`src/verilog/sfp_regs.svh`:
```
// sfp_regs.svh: opcodes, status byte layout, reset values and cycle times
// assumes a 40 MHz reference clock and an 18-bit byte address space
`ifndef SFP_REGS_SVH
`define SFP_REGS_SVH
`define SFP_OP_MASK       8'hf7
`define SFP_OP_UNLOCK     8'h06
`define SFP_OP_LOCK       8'h04
`define SFP_OP_STAT_RD    8'h05
`define SFP_OP_STAT_WR    8'h01
`define SFP_OP_READ       8'h03
`define SFP_OP_PROG       8'h02
`define SFP_OP_SEC_ERASE  8'h52
`define SFP_OP_CHIP_ERASE 8'h62
`define SFP_ST_PPE        7
`define SFP_ST_BGH        3
`define SFP_ST_BGL        2
`define SFP_ST_WEL        1
`define SFP_ST_BUSY       0
`define SFP_ST_BUSY_VAL   8'hff
`define SFP_PPE_RST       1'b0
`define SFP_BG_RST        2'h0
`define SFP_PINS_RST      4'h9
`define SFP_CLK_MHZ       40
`define SFP_PROG_US       30
`define SFP_PROG_CYC      (`SFP_PROG_US * `SFP_CLK_MHZ)
`define SFP_SEC_ERASE_MS  1000
`define SFP_CHIP_ERASE_MS 4000
`endif

```
`src/verilog/sfp_pkg.sv`:
```
// sfp_pkg: state and command types plus shared decoders
// assumes sfp_regs.svh on the include path
`include "sfp_regs.svh"
package sfp_pkg;
  typedef enum logic [1:0] {T_OP, T_ADDR, T_DATA, T_SKIP} sfp_xfer_t;
  typedef enum logic [1:0] {C_IDLE, C_PROG, C_WAIT} sfp_cyc_t;
  typedef enum logic [3:0] {K_NONE, K_UNLOCK, K_LOCK, K_STAT_RD, K_STAT_WR,
                            K_READ, K_PROG, K_SEC, K_CHIP} sfp_cmd_t;

  function automatic sfp_cmd_t sfp_decode(input logic [7:0] op);
    case (op & `SFP_OP_MASK)
      `SFP_OP_UNLOCK:     return K_UNLOCK;
      `SFP_OP_LOCK:       return K_LOCK;
      `SFP_OP_STAT_RD:    return K_STAT_RD;
      `SFP_OP_STAT_WR:    return K_STAT_WR;
      `SFP_OP_READ:       return K_READ;
      `SFP_OP_PROG:       return K_PROG;
      `SFP_OP_SEC_ERASE:  return K_SEC;
      `SFP_OP_CHIP_ERASE: return K_CHIP;
      default:            return K_NONE;
    endcase
  endfunction : sfp_decode

  // one bit per sector, sector 3 at the top of the array
  function automatic logic [3:0] sfp_guard_mask(input logic [1:0] bg);
    unique case (bg)
      2'h0: return 4'h0;
      2'h1: return 4'h8;
      2'h2: return 4'hc;
      2'h3: return 4'hf;
    endcase
  endfunction : sfp_guard_mask
endpackage : sfp_pkg

```
`src/verilog/sfp_core.sv`:
```
`timescale 1ns/1ps
// sfp_core: serial flash command sequencer with write protection
// assumes spi pins are asynchronous and the array sits behind the mem ports
`include "sfp_regs.svh"
module sfp_core
#(
  parameter int unsigned SEC_ERASE_CYC  =
    `SFP_SEC_ERASE_MS * `SFP_CLK_MHZ * 1000,
  parameter int unsigned CHIP_ERASE_CYC =
    `SFP_CHIP_ERASE_MS * `SFP_CLK_MHZ * 1000
)
(
  input  wire logic       i_ref_clk,
  input  wire logic       i_rst_n,
  input  wire logic       i_cs_n,
  input  wire logic       i_sck,
  input  wire logic       i_si,
  input  wire logic       i_wp_n,
  output logic            o_so,
  output logic            o_so_oe_n,
  output logic [17:0]     o_mem_rd_addr,
  input  wire logic [7:0] i_mem_rd_data,
  output logic            o_mem_wr_valid,
  input  wire logic       i_mem_wr_ready,
  output logic [17:0]     o_mem_wr_addr,
  output logic [7:0]      o_mem_wr_data,
  output logic            o_mem_erase,
  output logic [3:0]      o_mem_erase_mask,
  output sfp_pkg::sfp_cyc_t o_cyc_state
);
  import sfp_pkg::*;

  logic [3:0]  s1_r;
  logic [3:0]  s2_r;
  logic [3:0]  s3_r;
  logic        cs_s;
  logic        si_s;
  logic        wp_s;
  logic        sck_rise;
  logic        sck_fall;
  logic        cs_rise;
  sfp_xfer_t   xfer_r;
  sfp_cmd_t    cmd_r;
  sfp_cmd_t    cmd_in;
  logic [2:0]  bit_r;
  logic [1:0]  nadr_r;
  logic [7:0]  sh_r;
  logic [7:0]  rx_byte;
  logic        byte_done;
  logic        got_data_r;
  logic [17:0] addr_r;
  logic [7:0]  stat_in_r;
  logic [7:0]  tx_r;
  logic        tx_act_r;
  logic        so_r;
  logic        ld1_r;
  logic        ld2_r;
  logic        ld_mem;
  logic        ld_stat;
  logic        wel_r;
  logic        ppe_r;
  logic [1:0]  bg_r;
  logic [7:0]  stat;
  logic        hw_prot;
  logic [3:0]  guard;
  logic        busy;
  sfp_cyc_t    cyc_r;
  logic [27:0] tmr_r;
  logic [8:0]  idx_r;
  logic        is_stat_r;
  logic        done;
  logic        go_stat;
  logic        go_prog;
  logic        go_sec;
  logic        go_chip;
  logic [3:0]  sec_mask;
  logic [7:0]  pg_mem [256];
  logic [255:0] pg_vld_r;
  logic        in_valid;
  logic        in_ready;
  logic        erase_r;
  logic [3:0]  emask_r;

  // pin synchronisers; stage three only feeds edge detection
  always_ff @(posedge i_ref_clk or negedge i_rst_n)
  begin
    if (!i_rst_n)
    begin
      s1_r <= `SFP_PINS_RST;
      s2_r <= `SFP_PINS_RST;
      s3_r <= `SFP_PINS_RST;
    end
    else
    begin
      s1_r <= {i_cs_n, i_sck, i_si, i_wp_n};
      s2_r <= s1_r;
      s3_r <= s2_r;
    end
  end

  assign cs_s      = s2_r[3];
  assign si_s      = s2_r[1];
  assign wp_s      = s2_r[0];
  assign sck_rise  = s2_r[2] && !s3_r[2] && !cs_s;
  assign sck_fall  = !s2_r[2] && s3_r[2] && !cs_s;
  assign cs_rise   = s2_r[3] && !s3_r[3];
  assign rx_byte   = {sh_r[6:0], si_s};
  assign byte_done = sck_rise && bit_r == 3'h7;
  assign cmd_in    = sfp_decode(rx_byte);
  assign busy      = cyc_r != C_IDLE;
  assign hw_prot   = !wp_s && ppe_r;
  assign guard     = sfp_guard_mask(bg_r);
  assign sec_mask  = 4'h1 << addr_r[17:16];

  // serial framing: opcode, three address bytes, then data
  always_ff @(posedge i_ref_clk or negedge i_rst_n)
  begin
    if (!i_rst_n)
    begin
      xfer_r     <= T_OP;
      cmd_r      <= K_NONE;
      bit_r      <= 3'h0;
      nadr_r     <= 2'h0;
      sh_r       <= 8'h00;
      got_data_r <= 1'b0;
      addr_r     <= 18'h00000;
      stat_in_r  <= 8'h00;
    end
    else if (cs_s)
    begin
      xfer_r     <= T_OP;
      bit_r      <= 3'h0;
      nadr_r     <= 2'h0;
      got_data_r <= 1'b0;
    end
    else if (sck_rise)
    begin
      sh_r  <= rx_byte;
      bit_r <= bit_r + 3'h1;
      if (bit_r == 3'h7)
      begin
        unique case (xfer_r)
          T_OP:
          begin
            // only status reads get through a running cycle
            if (busy && cmd_in != K_STAT_RD)
            begin
              cmd_r  <= K_NONE;
              xfer_r <= T_SKIP;
            end
            else
            begin
              cmd_r <= cmd_in;
              unique case (cmd_in)
                K_READ, K_PROG, K_SEC: xfer_r <= T_ADDR;
                K_STAT_WR, K_STAT_RD:  xfer_r <= T_DATA;
                default:               xfer_r <= T_SKIP;
              endcase
            end
          end
          T_ADDR:
          begin
            addr_r <= {addr_r[9:0], rx_byte};
            nadr_r <= nadr_r + 2'h1;
            if (nadr_r == 2'h2)
            begin
              xfer_r <= T_DATA;
            end
          end
          T_DATA:
          begin
            got_data_r <= 1'b1;
            if (cmd_r == K_STAT_WR)
            begin
              stat_in_r <= rx_byte;
            end
            else if (cmd_r == K_READ)
            begin
              addr_r <= addr_r + 18'h1;
            end
            else if (cmd_r == K_PROG)
            begin
              addr_r[7:0] <= addr_r[7:0] + 8'h1;
            end
          end
          T_SKIP:
          begin
            xfer_r <= T_SKIP;
          end
        endcase
      end
    end
  end

  // read data fetch: address settles, then the array answers a cycle later
  assign ld_stat = byte_done && (cmd_r == K_STAT_RD && xfer_r == T_DATA ||
                                 xfer_r == T_OP && cmd_in == K_STAT_RD);
  always_ff @(posedge i_ref_clk or negedge i_rst_n)
  begin
    if (!i_rst_n)
    begin
      ld1_r <= 1'b0;
      ld2_r <= 1'b0;
    end
    else
    begin
      ld1_r <= byte_done && cmd_r == K_READ &&
               (xfer_r == T_DATA || xfer_r == T_ADDR && nadr_r == 2'h2);
      ld2_r <= ld1_r && !cs_s;
    end
  end
  assign ld_mem        = ld2_r && !cs_s;
  assign o_mem_rd_addr = addr_r;

  always_comb
  begin
    stat                  = 8'h00;
    stat[`SFP_ST_PPE]     = ppe_r;
    stat[`SFP_ST_BGH]     = bg_r[1];
    stat[`SFP_ST_BGL]     = bg_r[0];
    stat[`SFP_ST_WEL]     = wel_r;
    if (busy)
    begin
      stat = `SFP_ST_BUSY_VAL;
    end
  end

  // output shifter: new bit on each falling clock edge
  always_ff @(posedge i_ref_clk or negedge i_rst_n)
  begin
    if (!i_rst_n)
    begin
      tx_r     <= 8'h00;
      tx_act_r <= 1'b0;
      so_r     <= 1'b0;
    end
    else if (cs_s)
    begin
      tx_act_r <= 1'b0;
    end
    else if (ld_stat)
    begin
      tx_r     <= stat;
      tx_act_r <= 1'b1;
    end
    else if (ld_mem)
    begin
      tx_r     <= i_mem_rd_data;
      tx_act_r <= 1'b1;
    end
    else if (sck_fall && tx_act_r)
    begin
      so_r <= tx_r[7];
      tx_r <= {tx_r[6:0], 1'b0};
    end
  end
  assign o_so      = so_r;
  assign o_so_oe_n = !(tx_act_r && !cs_s);

  // commands act at select release, on a whole byte only
  assign go_stat = cs_rise && bit_r == 3'h0 && cmd_r == K_STAT_WR &&
                   got_data_r && wel_r && !hw_prot;
  assign go_prog = cs_rise && bit_r == 3'h0 && cmd_r == K_PROG &&
                   got_data_r && wel_r &&
                   (guard & sec_mask) == 4'h0;
  assign go_sec  = cs_rise && bit_r == 3'h0 && cmd_r == K_SEC &&
                   xfer_r == T_DATA && wel_r &&
                   (guard & sec_mask) == 4'h0;
  assign go_chip = cs_rise && bit_r == 3'h0 && cmd_r == K_CHIP &&
                   wel_r && guard != 4'hf;

  always_ff @(posedge i_ref_clk or negedge i_rst_n)
  begin
    if (!i_rst_n)
    begin
      wel_r <= 1'b0;
    end
    else if (done)
    begin
      wel_r <= 1'b0;
    end
    else if (cs_rise && bit_r == 3'h0 && cmd_r == K_UNLOCK)
    begin
      wel_r <= 1'b1;
    end
    else if (cs_rise && bit_r == 3'h0 && cmd_r == K_LOCK)
    begin
      wel_r <= 1'b0;
    end
  end

  // new protection bits land when the status cycle ends
  always_ff @(posedge i_ref_clk or negedge i_rst_n)
  begin
    if (!i_rst_n)
    begin
      ppe_r <= `SFP_PPE_RST;
      bg_r  <= `SFP_BG_RST;
    end
    else if (done && is_stat_r)
    begin
      ppe_r <= stat_in_r[`SFP_ST_PPE];
      bg_r  <= {stat_in_r[`SFP_ST_BGH], stat_in_r[`SFP_ST_BGL]};
    end
  end

  // page buffer: bytes wrap inside the page, later ones overwrite
  always_ff @(posedge i_ref_clk)
  begin
    if (byte_done && xfer_r == T_DATA && cmd_r == K_PROG)
    begin
      pg_mem[addr_r[7:0]] <= rx_byte;
    end
  end

  always_ff @(posedge i_ref_clk or negedge i_rst_n)
  begin
    if (!i_rst_n)
    begin
      pg_vld_r <= '0;
    end
    else if (byte_done && xfer_r == T_OP && cmd_in == K_PROG && !busy)
    begin
      pg_vld_r <= '0;
    end
    else if (byte_done && xfer_r == T_DATA && cmd_r == K_PROG)
    begin
      pg_vld_r[addr_r[7:0]] <= 1'b1;
    end
  end

  // internal cycle: drain the page, then time out the array operation
  assign done = cyc_r == C_WAIT && tmr_r == 28'h0;
  always_ff @(posedge i_ref_clk or negedge i_rst_n)
  begin
    if (!i_rst_n)
    begin
      cyc_r     <= C_IDLE;
      tmr_r     <= 28'h0;
      idx_r     <= 9'h000;
      is_stat_r <= 1'b0;
      erase_r   <= 1'b0;
      emask_r   <= 4'h0;
    end
    else
    begin
      erase_r <= 1'b0;
      unique case (cyc_r)
        C_IDLE:
        begin
          is_stat_r <= go_stat;
          idx_r     <= 9'h000;
          tmr_r     <= 28'(`SFP_PROG_CYC);
          if (go_prog)
          begin
            cyc_r <= C_PROG;
          end
          else if (go_stat)
          begin
            cyc_r <= C_WAIT;
          end
          else if (go_sec)
          begin
            cyc_r   <= C_WAIT;
            erase_r <= 1'b1;
            emask_r <= sec_mask;
            tmr_r   <= 28'(SEC_ERASE_CYC);
          end
          else if (go_chip)
          begin
            cyc_r   <= C_WAIT;
            erase_r <= 1'b1;
            emask_r <= ~guard;
            tmr_r   <= 28'(CHIP_ERASE_CYC);
          end
        end
        C_PROG:
        begin
          if (!idx_r[8] && (!pg_vld_r[idx_r[7:0]] || in_ready))
          begin
            idx_r <= idx_r + 9'h001;
          end
          if (idx_r[8] && !o_mem_wr_valid)
          begin
            cyc_r <= C_WAIT;
          end
        end
        C_WAIT:
        begin
          if (tmr_r == 28'h0)
          begin
            cyc_r <= C_IDLE;
          end
          else
          begin
            tmr_r <= tmr_r - 28'h1;
          end
        end
      endcase
    end
  end
  assign o_mem_erase      = erase_r;
  assign o_mem_erase_mask = emask_r;
  assign o_cyc_state      = cyc_r;
  assign in_valid = cyc_r == C_PROG && !idx_r[8] && pg_vld_r[idx_r[7:0]];

  sfp_buf2
  #(
    .W     (26),
    .DEPTH (2)
  )
  u_wbuf
  (
    .i_clk       (i_ref_clk),
    .i_rst_n     (i_rst_n),
    .i_in_valid  (in_valid),
    .o_in_ready  (in_ready),
    .i_in_data   ({addr_r[17:8], idx_r[7:0], pg_mem[idx_r[7:0]]}),
    .o_out_valid (o_mem_wr_valid),
    .i_out_ready (i_mem_wr_ready),
    .o_out_data  ({o_mem_wr_addr, o_mem_wr_data})
  );
endmodule : sfp_core

```
`src/verilog/sfp_buf2.sv`:
```
`timescale 1ns/1ps
// sfp_buf2: small valid/ready buffer in front of the array write port
// assumes both sides run on the same clock
module sfp_buf2
#(
  parameter int W     = 26,
  parameter int DEPTH = 2
)
(
  input  wire logic         i_clk,
  input  wire logic         i_rst_n,
  input  wire logic         i_in_valid,
  output logic              o_in_ready,
  input  wire logic [W-1:0] i_in_data,
  output logic              o_out_valid,
  input  wire logic         i_out_ready,
  output logic [W-1:0]      o_out_data
);
  localparam int AW = $clog2(DEPTH);
  localparam logic [AW:0] FULL = (AW+1)'(DEPTH);

  logic [W-1:0]  mem_r [DEPTH];
  logic [AW-1:0] wp_r;
  logic [AW-1:0] rp_r;
  logic [AW:0]   cnt_r;
  logic          push;
  logic          pop;

  assign o_in_ready  = cnt_r != FULL;
  assign o_out_valid = cnt_r != '0;
  assign o_out_data  = mem_r[rp_r];
  assign push        = i_in_valid && o_in_ready;
  assign pop         = o_out_valid && i_out_ready;

  always_ff @(posedge i_clk)
  begin
    if (push)
    begin
      mem_r[wp_r] <= i_in_data;
    end
  end

  always_ff @(posedge i_clk or negedge i_rst_n)
  begin
    if (!i_rst_n)
    begin
      wp_r  <= '0;
      rp_r  <= '0;
      cnt_r <= '0;
    end
    else
    begin
      if (push)
      begin
        wp_r <= wp_r + 1'b1;
      end
      if (pop)
      begin
        rp_r <= rp_r + 1'b1;
      end
      cnt_r <= cnt_r + (AW+1)'(push) - (AW+1)'(pop);
    end
  end
endmodule : sfp_buf2

```
`config.mk`:
```
export PLATFORM = sky130hd
export DESIGN_NAME = sfp_core
export DESIGN_NICKNAME = d
export VERILOG_FILES = /design/src/verilog/sfp_pkg.sv /design/src/verilog/sfp_core.sv /design/src/verilog/sfp_buf2.sv
export VERILOG_INCLUDE_DIRS = /design/src /design/src/verilog
export SDC_FILE = /design/constraint.sdc
export NUM_CORES = 2
export LEC_CHECK = 0
export BUFFER_PORTS_ARGS = -buffer_cell sky130_fd_sc_hd__buf_2
export CAP_MARGIN = 20
export CELL_PAD_IN_SITES_DETAIL_PLACEMENT = 1
export CELL_PAD_IN_SITES_GLOBAL_PLACEMENT = 2
export CORE_MARGIN = 2
export CORE_UTILIZATION = 50
export CTS_CLUSTER_SIZE = 8
export DETAILED_ROUTE_END_ITERATION = 16
export PLACE_DENSITY = 0.86
export SLEW_MARGIN = 40
export SYNTH_ARGS = -nofsm -noshare
export SYNTH_HDL_FRONTEND = slang
export SYNTH_SLANG_ARGS = --single-unit
```
`constraint.sdc`:
```
create_clock -name i_ref_clk -period 8 [get_ports i_ref_clk]
set_clock_uncertainty 0.05 [all_clocks]
set_input_delay 0.8 -clock i_ref_clk [delete_from_list [all_inputs] [get_ports i_ref_clk]]
set_output_delay 0.8 -clock i_ref_clk [all_outputs]
set_load 0.01 [all_outputs]
```
# Yosys cells after proc, flatten, opt, wreduce, memory -nomap -nowiden

Memories as Yosys holds them, arrays and structs flattened.
Cells that the tools add are included.

Bits in registers: 378
Bits in writable memories: 2,100
Input port bits: 15
Output and inout port bits: 54
Logic and storage cells: 265
Memories kept: 2

Memory list:

| name         | depth | width | read ports | clocked after memory_dff | wr ports | RTL line       | RTL |
|---|---|---|---|---|---|---|---|
| pg_mem       | 256   | 8     | 1          | 0                        | 1        | sfp_core.sv:77 | `logic [7:0] pg_mem [256];` |
| u_wbuf.mem_r | 2     | 26    | 1          | 0                        | 1        | sfp_buf2.sv:22 | `logic [W-1:0] mem_r [DEPTH];` |

Add/sub/neg operators: 10
Magnitude comparators: 3
Equal/unequal tests: 43
Shift-type cells: 1
Mux-type cells: 67
Bitwise gates (word level): 8
Reduce and logical (&&, ||, !) cells: 101

Operators by type and width:

| cell                                                                 | count |
|---|---|
| 256-bit 2-to-1 mux                                                   | 2 |
| 256-bit bitwise OR                                                   | 1 |
| 28-bit 2-to-1 mux                                                    | 5 |
| 28-bit case mux with 2 select lines                                  | 1 |
| 1-bit logical AND                                                    | 50 |
| 8-bit 2-to-1 mux                                                     | 6 |
| 18-bit case mux with 2 select lines                                  | 1 |
| 4-bit by 3-bit == test with 1-bit output, second input constant      | 8 |
| 4-bit case mux with 8 select lines                                   | 1 |
| 2-bit 2-to-1 mux                                                     | 15 |
| 28-bit zero test                                                     | 1 |
| 28-bit by 1-bit subtractor with 28-bit output, second input constant | 1 |
| 2-bit nonzero test                                                   | 11 |
| 7-bit by 3-bit == test with 1-bit output, second input constant      | 3 |
| 1-bit 2-to-1 mux                                                     | 21 |
| 18-bit by 1-bit adder with 18-bit output, second input constant      | 1 |
| 8-bit by 9-bit < comparator with 1-bit output, second input constant | 2 |
| 18-bit 2-to-1 mux                                                    | 1 |
| 9-bit case mux with 2 select lines                                   | 1 |
| 4-bit case mux with 4 select lines                                   | 1 |
| 4-bit AND reduction                                                  | 4 |
| 7-bit by 2-bit == test with 1-bit output, second input constant      | 2 |
| 7-bit by 6-bit == test with 1-bit output, second input constant      | 2 |
| 2-bit == test, second input constant                                 | 6 |
| other kinds (45)                                                     | 86 |

# Depth between registers and ports, before layout

Depth after elaboration: 11
Mapped depth: 15
Mapped depth without buffers: 10

# Cells and area by module

From an unflattened synthesis, not the netlist that was laid out.

Cell total of the unflattened synthesis: 5,006
Area, all modules: 97,755.0 um^2

By module, submodules not included:

| module   | times used | cells an instance | area each (um^2) |
|---|---|---|---|
| sfp_core | 1          | 4,903             | 95,654.2 |
| sfp_buf2 | 1          | 103               | 2,100.8 |

# Worst setup path before layout

OpenSTA, ideal clock, no wires.

Kind: register -> register
From: register sh_r[0]
To: register pg_vld_r[215]
Data arrival time: 5.439 ns
Required time: 7.818 ns
Setup slack: 2.379 ns
Cell stages (with the launch flop): 11
Buffers on the path: 3
Period minus slack after synthesis: 5.621 ns
Cells stage by stage: dfrtp_1 > clkbuf_1 > nand2b_1 > nor4b_1 > and3b_1 > a21o_1 > nand2_1 > nor4b_1 > clkbuf_1 > clkbuf_1 > nor2_1

Cells in the longest elaborated chain, start to end: 6
Elaborated cells on any way between the ends: 14

Ends and longest elaborated chain:

| item                                                                   | RTL line        | RTL |
|---|---|---|
| start, declared                                                        | sfp_core.sv:47  | `logic [7:0] sh_r;` |
| start signal, assigned                                                 | sfp_core.sv:138 | `sh_r <= rx_byte;` |
| 7-bit by 6-bit == test with 1-bit output, or another cell as far along | sfp_pkg.sv:11   | `` case (op & `SFP_OP_MASK) `` |
| 4-bit case mux with 8 select lines *                                   | sfp_pkg.sv:11   |  |
| 4-bit by 3-bit == test with 1-bit output *                             | sfp_core.sv:322 | `else if (byte_done && xfer_r == T_OP && cmd_in == K_PROG && !busy)` |
| 1-bit logical AND * (2 in a row)                                       | sfp_core.sv:322 |  |
| 256-bit 2-to-1 mux or 2-bit nonzero test (tied branches)               | --              |  |
| end signal, assigned                                                   | sfp_core.sv:320 | `pg_vld_r <= '0;` |
| end signal, assigned                                                   | sfp_core.sv:324 | `pg_vld_r <= '0;` |
| end signal, assigned by index                                          | sfp_core.sv:328 | `pg_vld_r[addr_r[7:0]] <= 1'b1;` |
| end, declared                                                          | sfp_core.sv:78  | `logic [255:0] pg_vld_r;` |

Every way passes the cells marked *; elsewhere a longest branch is shown, timed or not.
A chain may end at the register's enable or synchronous reset.

# Final worst setup path

From: register s3_r[2]
To: memory pg_mem[38][1], enable pin

Cells in the longest elaborated chain, start to end: 8

Ends and longest elaborated chain:

| item                                   | RTL line        | RTL |
|---|---|---|
| start, declared                        | sfp_core.sv:35  | `logic [3:0] s3_r;` |
| start signal, assigned                 | sfp_core.sv:91  | `` s3_r <= `SFP_PINS_RST; `` |
| start signal, assigned                 | sfp_core.sv:97  | `s3_r <= s2_r;` |
| 1-bit zero test                        | sfp_core.sv:104 | `assign sck_rise = s2_r[2] && !s3_r[2] && !cs_s;` |
| 1-bit logical AND (2 in a row)         | sfp_core.sv:104 |  |
| 1-bit logical AND                      | sfp_core.sv:108 | `assign byte_done = sck_rise && bit_r == 3'h7;` |
| 1-bit logical AND (2 in a row)         | sfp_core.sv:310 | `if (byte_done && xfer_r == T_DATA && cmd_r == K_PROG)` |
| 1-bit 2-to-1 mux                       | sfp_core.sv:310 |  |
| 1-bit 2-to-1 mux (implied by the code) | sfp_core.sv:312 | `pg_mem[addr_r[7:0]] <= rx_byte;` |
| end, declared                          | sfp_core.sv:77  |  |

No other way between the ends.

==> reports/qor.txt <==
crit path max fanout = 16
TritonCTS clock tree = yes
post-synthesis cell area = 0.0985 mm^2
Die ar. = 0.200 mm^2
worst setup margin = 2.75 ns
post-CTS setup buffers = 0
top sig layer = met5
vias per std cell = 6.64
1st-pass router iterations = 5
Synth-to-Final Area Change = 13.4%
die height = 448 um
global-route wire length before repair = 408,000 um
cell mode on critical path = nor2b_1
Final setup violation count = 0
most common flop cell mapped by yosys = edfxtp_1
RSZ-0062 raised after global routing = no
PwrDens = 272 mW/mm^2
antenna viol nets, final = 0
DR WL met3 = 27,500 um
Mapped Nets = 5,180
DPL Wire Length = 156,000 um
initial drt markers = 7,636
count of buffers from port buffering = 68
CTS buffer count = 358
nets = 5,377
Mapped Cells = 5,146
MaxCap Viol Count = 0
vias in the first global route = 54.9k
row count = 162
crit path cell chain = nor2b_1, nor2b_1, and2_1, nand4_1, clkbuf_8, nor3b_4, nand2_1, nor2_1
crit start category = register
setup TNS = 0 ns
Clock transition at path regs = 0.05 ns
CTS Root Buffer Type = clkbuf_16
fraction of layout cells with a size suffix above 1 = 25.8%
met1 wire length = 108,000 um
CTS sink count = 2,471
Worst EP required = 8.51 ns
critical path's slowest cell = nor2_1
top cell type's share of synthesized area = 64.0%
core area = 0.195 mm^2
ranking of synthesized cells by area = edfxtp_1 64%, mux4_2 16%, dfrtp_1 9.3%
leakage power = 36.3 nW
fin crit period = 5.25 ns
sequential share of power = 50.8%
worst slew pin tran = 0.948 ns
GRT Util Overall = 28.3%
WP buf/inv = 1
I/O pin cnt = 69
GPL Wtd Cong = 0.839
GR Overflow Total = 0
Yosys warnings = 0
WL final = 281,000 um
H-tree level count = 5
Cell Int Power = 23.4 mW
Clk Latency, worst-skew pair = 0.94 ns
status = complete, no violations
DIE WIDTH = 448 um
final hold vios = 0
Synth area leader = edfxtp_1
largest net degree at the start of global routing = 183
DR vias = 53.5k
WP data arrival = 5.76 ns
met2 wire len = 134,000 um
Yosys reg bits = 2,471
number of synthesized flops with an enable pin = 2,100
Top delay family on crit path = simple AND/OR/NAND/NOR gates
clock network fraction of design power = 43.9%
fmax = 191 MHz
Post-synth ARST share = 15.0%
Switching Fraction = 22.9%
syn_area_per_cell = 19.1 um^2
Worst Setup End Kind = register
initial antenna violation count = 8
Net Switching = 6.97 mW
Pins Over Slew Limit = 0
Crit Path Class = register to register
HP Class = primary input to register
Initial Utilization = 50.4%
combinational power share = 5.4%
DR DRC count = 0
Max stage delay on crit path = 0.84 ns
final routed wire length divided by cell count = 34.9 um
Final Cycle Share = 65.6%
most frequent cells in the layout = 2,100 x edfxtp_1, 721 x mux4_2, 578 x nor2_1
most common cell after layout, fill and taps aside = edfxtp_1
clk buf depth = 4
Distinct cells, synth = 70
Seq/Total Area, Yosys = 73.5%
Peak VDD IR = 0.218 mV
headroom to the max-slew limit = 36.8%
pre-CTS setup slack = 2.61 ns
-- cell usage after synthesis, drive strengths merged (36+ instances only) --
| master | count |
|---|---|
| nand2 | 138 |
| a21oi | 340 |
| o21ai | 64 |
| mux4 | 721 |
| buf | 149 |
| nand3 | 43 |
| edfxtp | 2100 |
| dfrtp | 366 |
| clkbuf | 195 |
| inv | 36 |
| mux2 | 48 |
| nor2 | 603 |
-- worst reg2reg max path: stages (launching register included) --
cell and delay, ns:
dfrtp_1 0.37, nor2b_1 0.48, nor2b_1 0.68, and2_1 0.36, nand4_1 0.36, clkbuf_8 0.32, nor3b_4 0.67, nand2_1 0.74
nor2_1 0.84
-- cells by family (layout without fill, tap and decap cells) --
group | count (synthesis) | count (layout) | synth area share (%)
flops | 2471 | 2471 | 73.5
simple gates | 945 | 945 | 4.10
mux | 804 | 804 | 17.4
compound gates | 515 | 515 | 2.93
buf+inv | 382 | 665 | 1.76
fa+ha+maj | 19 | 19 | 0.241
xor+xnor | 10 | 10 | 0.0890
other cells | 0 | 5 | 0
-- sequential cells by signal (all words and copies together), names as in the netlist, 3 cells and up --
signal / flops
pg_mem: 2048
tx_r: 8
o_mem_rd_addr: 18
pg_vld_r: 256
u_wbuf.mem_r: 52
stat_in_r: 3
o_mem_erase_mask: 4
tmr_r: 28
idx_r: 9
sh_r: 7
s1_r: 4
bit_r: 3
s2_r: 4
cmd_r: 4
-- cell type report --
cell class / instances / area [um^2]
Antenna cell: 5 / 12.5
Clock buffer: 441 / 9400
Clock inverter: 5 / 66.3
Fill cell: 16800 / 83800
Inverter: 38 / 143
Multi-Input combinational cell: 2293 / 24600
Sequential cell: 2471 / 72400
Tap cell: 2624 / 3280
Timing Repair Buffer: 181 / 1680
-- layer usage --
metal | vias up | global-route usage, %
met5 | - | 0
met4 | 6 | 10.8
met3 | 582 | 6.03
met2 | 3558 | 43.9
met1 | 28500 | 39.8
li1 | 20900 | -
-- what timing repair did --
action	in CTS	in global routing
endpoints found under the setup margin	0	0
hold buffers	5	0
gates resized for setup	0	0
hold endpoints to repair	97	0
-- stage by stage --
| stage | hold WS, ns | instance area (um^2) | cells | power, mW | utilization (%) |
|---|---|---|---|---|---|
| 6_report | 0.118 | 112000 | 8058 | 30.4 | 57.1 |
| 5_1_grt | 0.105 | 112000 | 8053 | 31.0 | 57.1 |
| 4_1_cts | 0.0696 | 111000 | 8046 | 30.5 | 57.0 |
| 3_5_place_dp | 0.297 | 102000 | 7595 | 17.3 | 52.1 |
| 3_3_place_gp | 0.284 | 102000 | 7589 | 17.1 | 52.0 |
| 2_1_floorplan | 0.281 | 98500 | 5146 | 16.3 | - |
-- worst paths after layout --
check,start,slack [ns],to,cells after the start
max,s3_r[2],2.75,pg_mem[38][1],8
min,i_mem_rd_data[0],0.12,tx_r[0],3
max reg2reg,s3_r[2],2.75,pg_mem[38][1],8
min reg2reg,s1_r[0],0.31,s2_r[0],0
max in group asynchronous,i_rst_n,6.07,pg_vld_r[98],4
min in group asynchronous,i_rst_n,0.31,tmr_r[12],2
-- power groups by stage --
stage | combinational [mW] | sequential, mW | clock (mW)
after CTS | 1.63 | 15.4 | 13.5
after floorplan | 0.140 | 16.2 | 0
after global routing | 1.71 | 15.4 | 13.9
final | 1.63 | 15.4 | 13.3
after detailed placement | 1.62 | 15.6 | 0
after global placement | 1.43 | 15.7 | 0
Note: power is estimated with default switching activity, not from simulation.
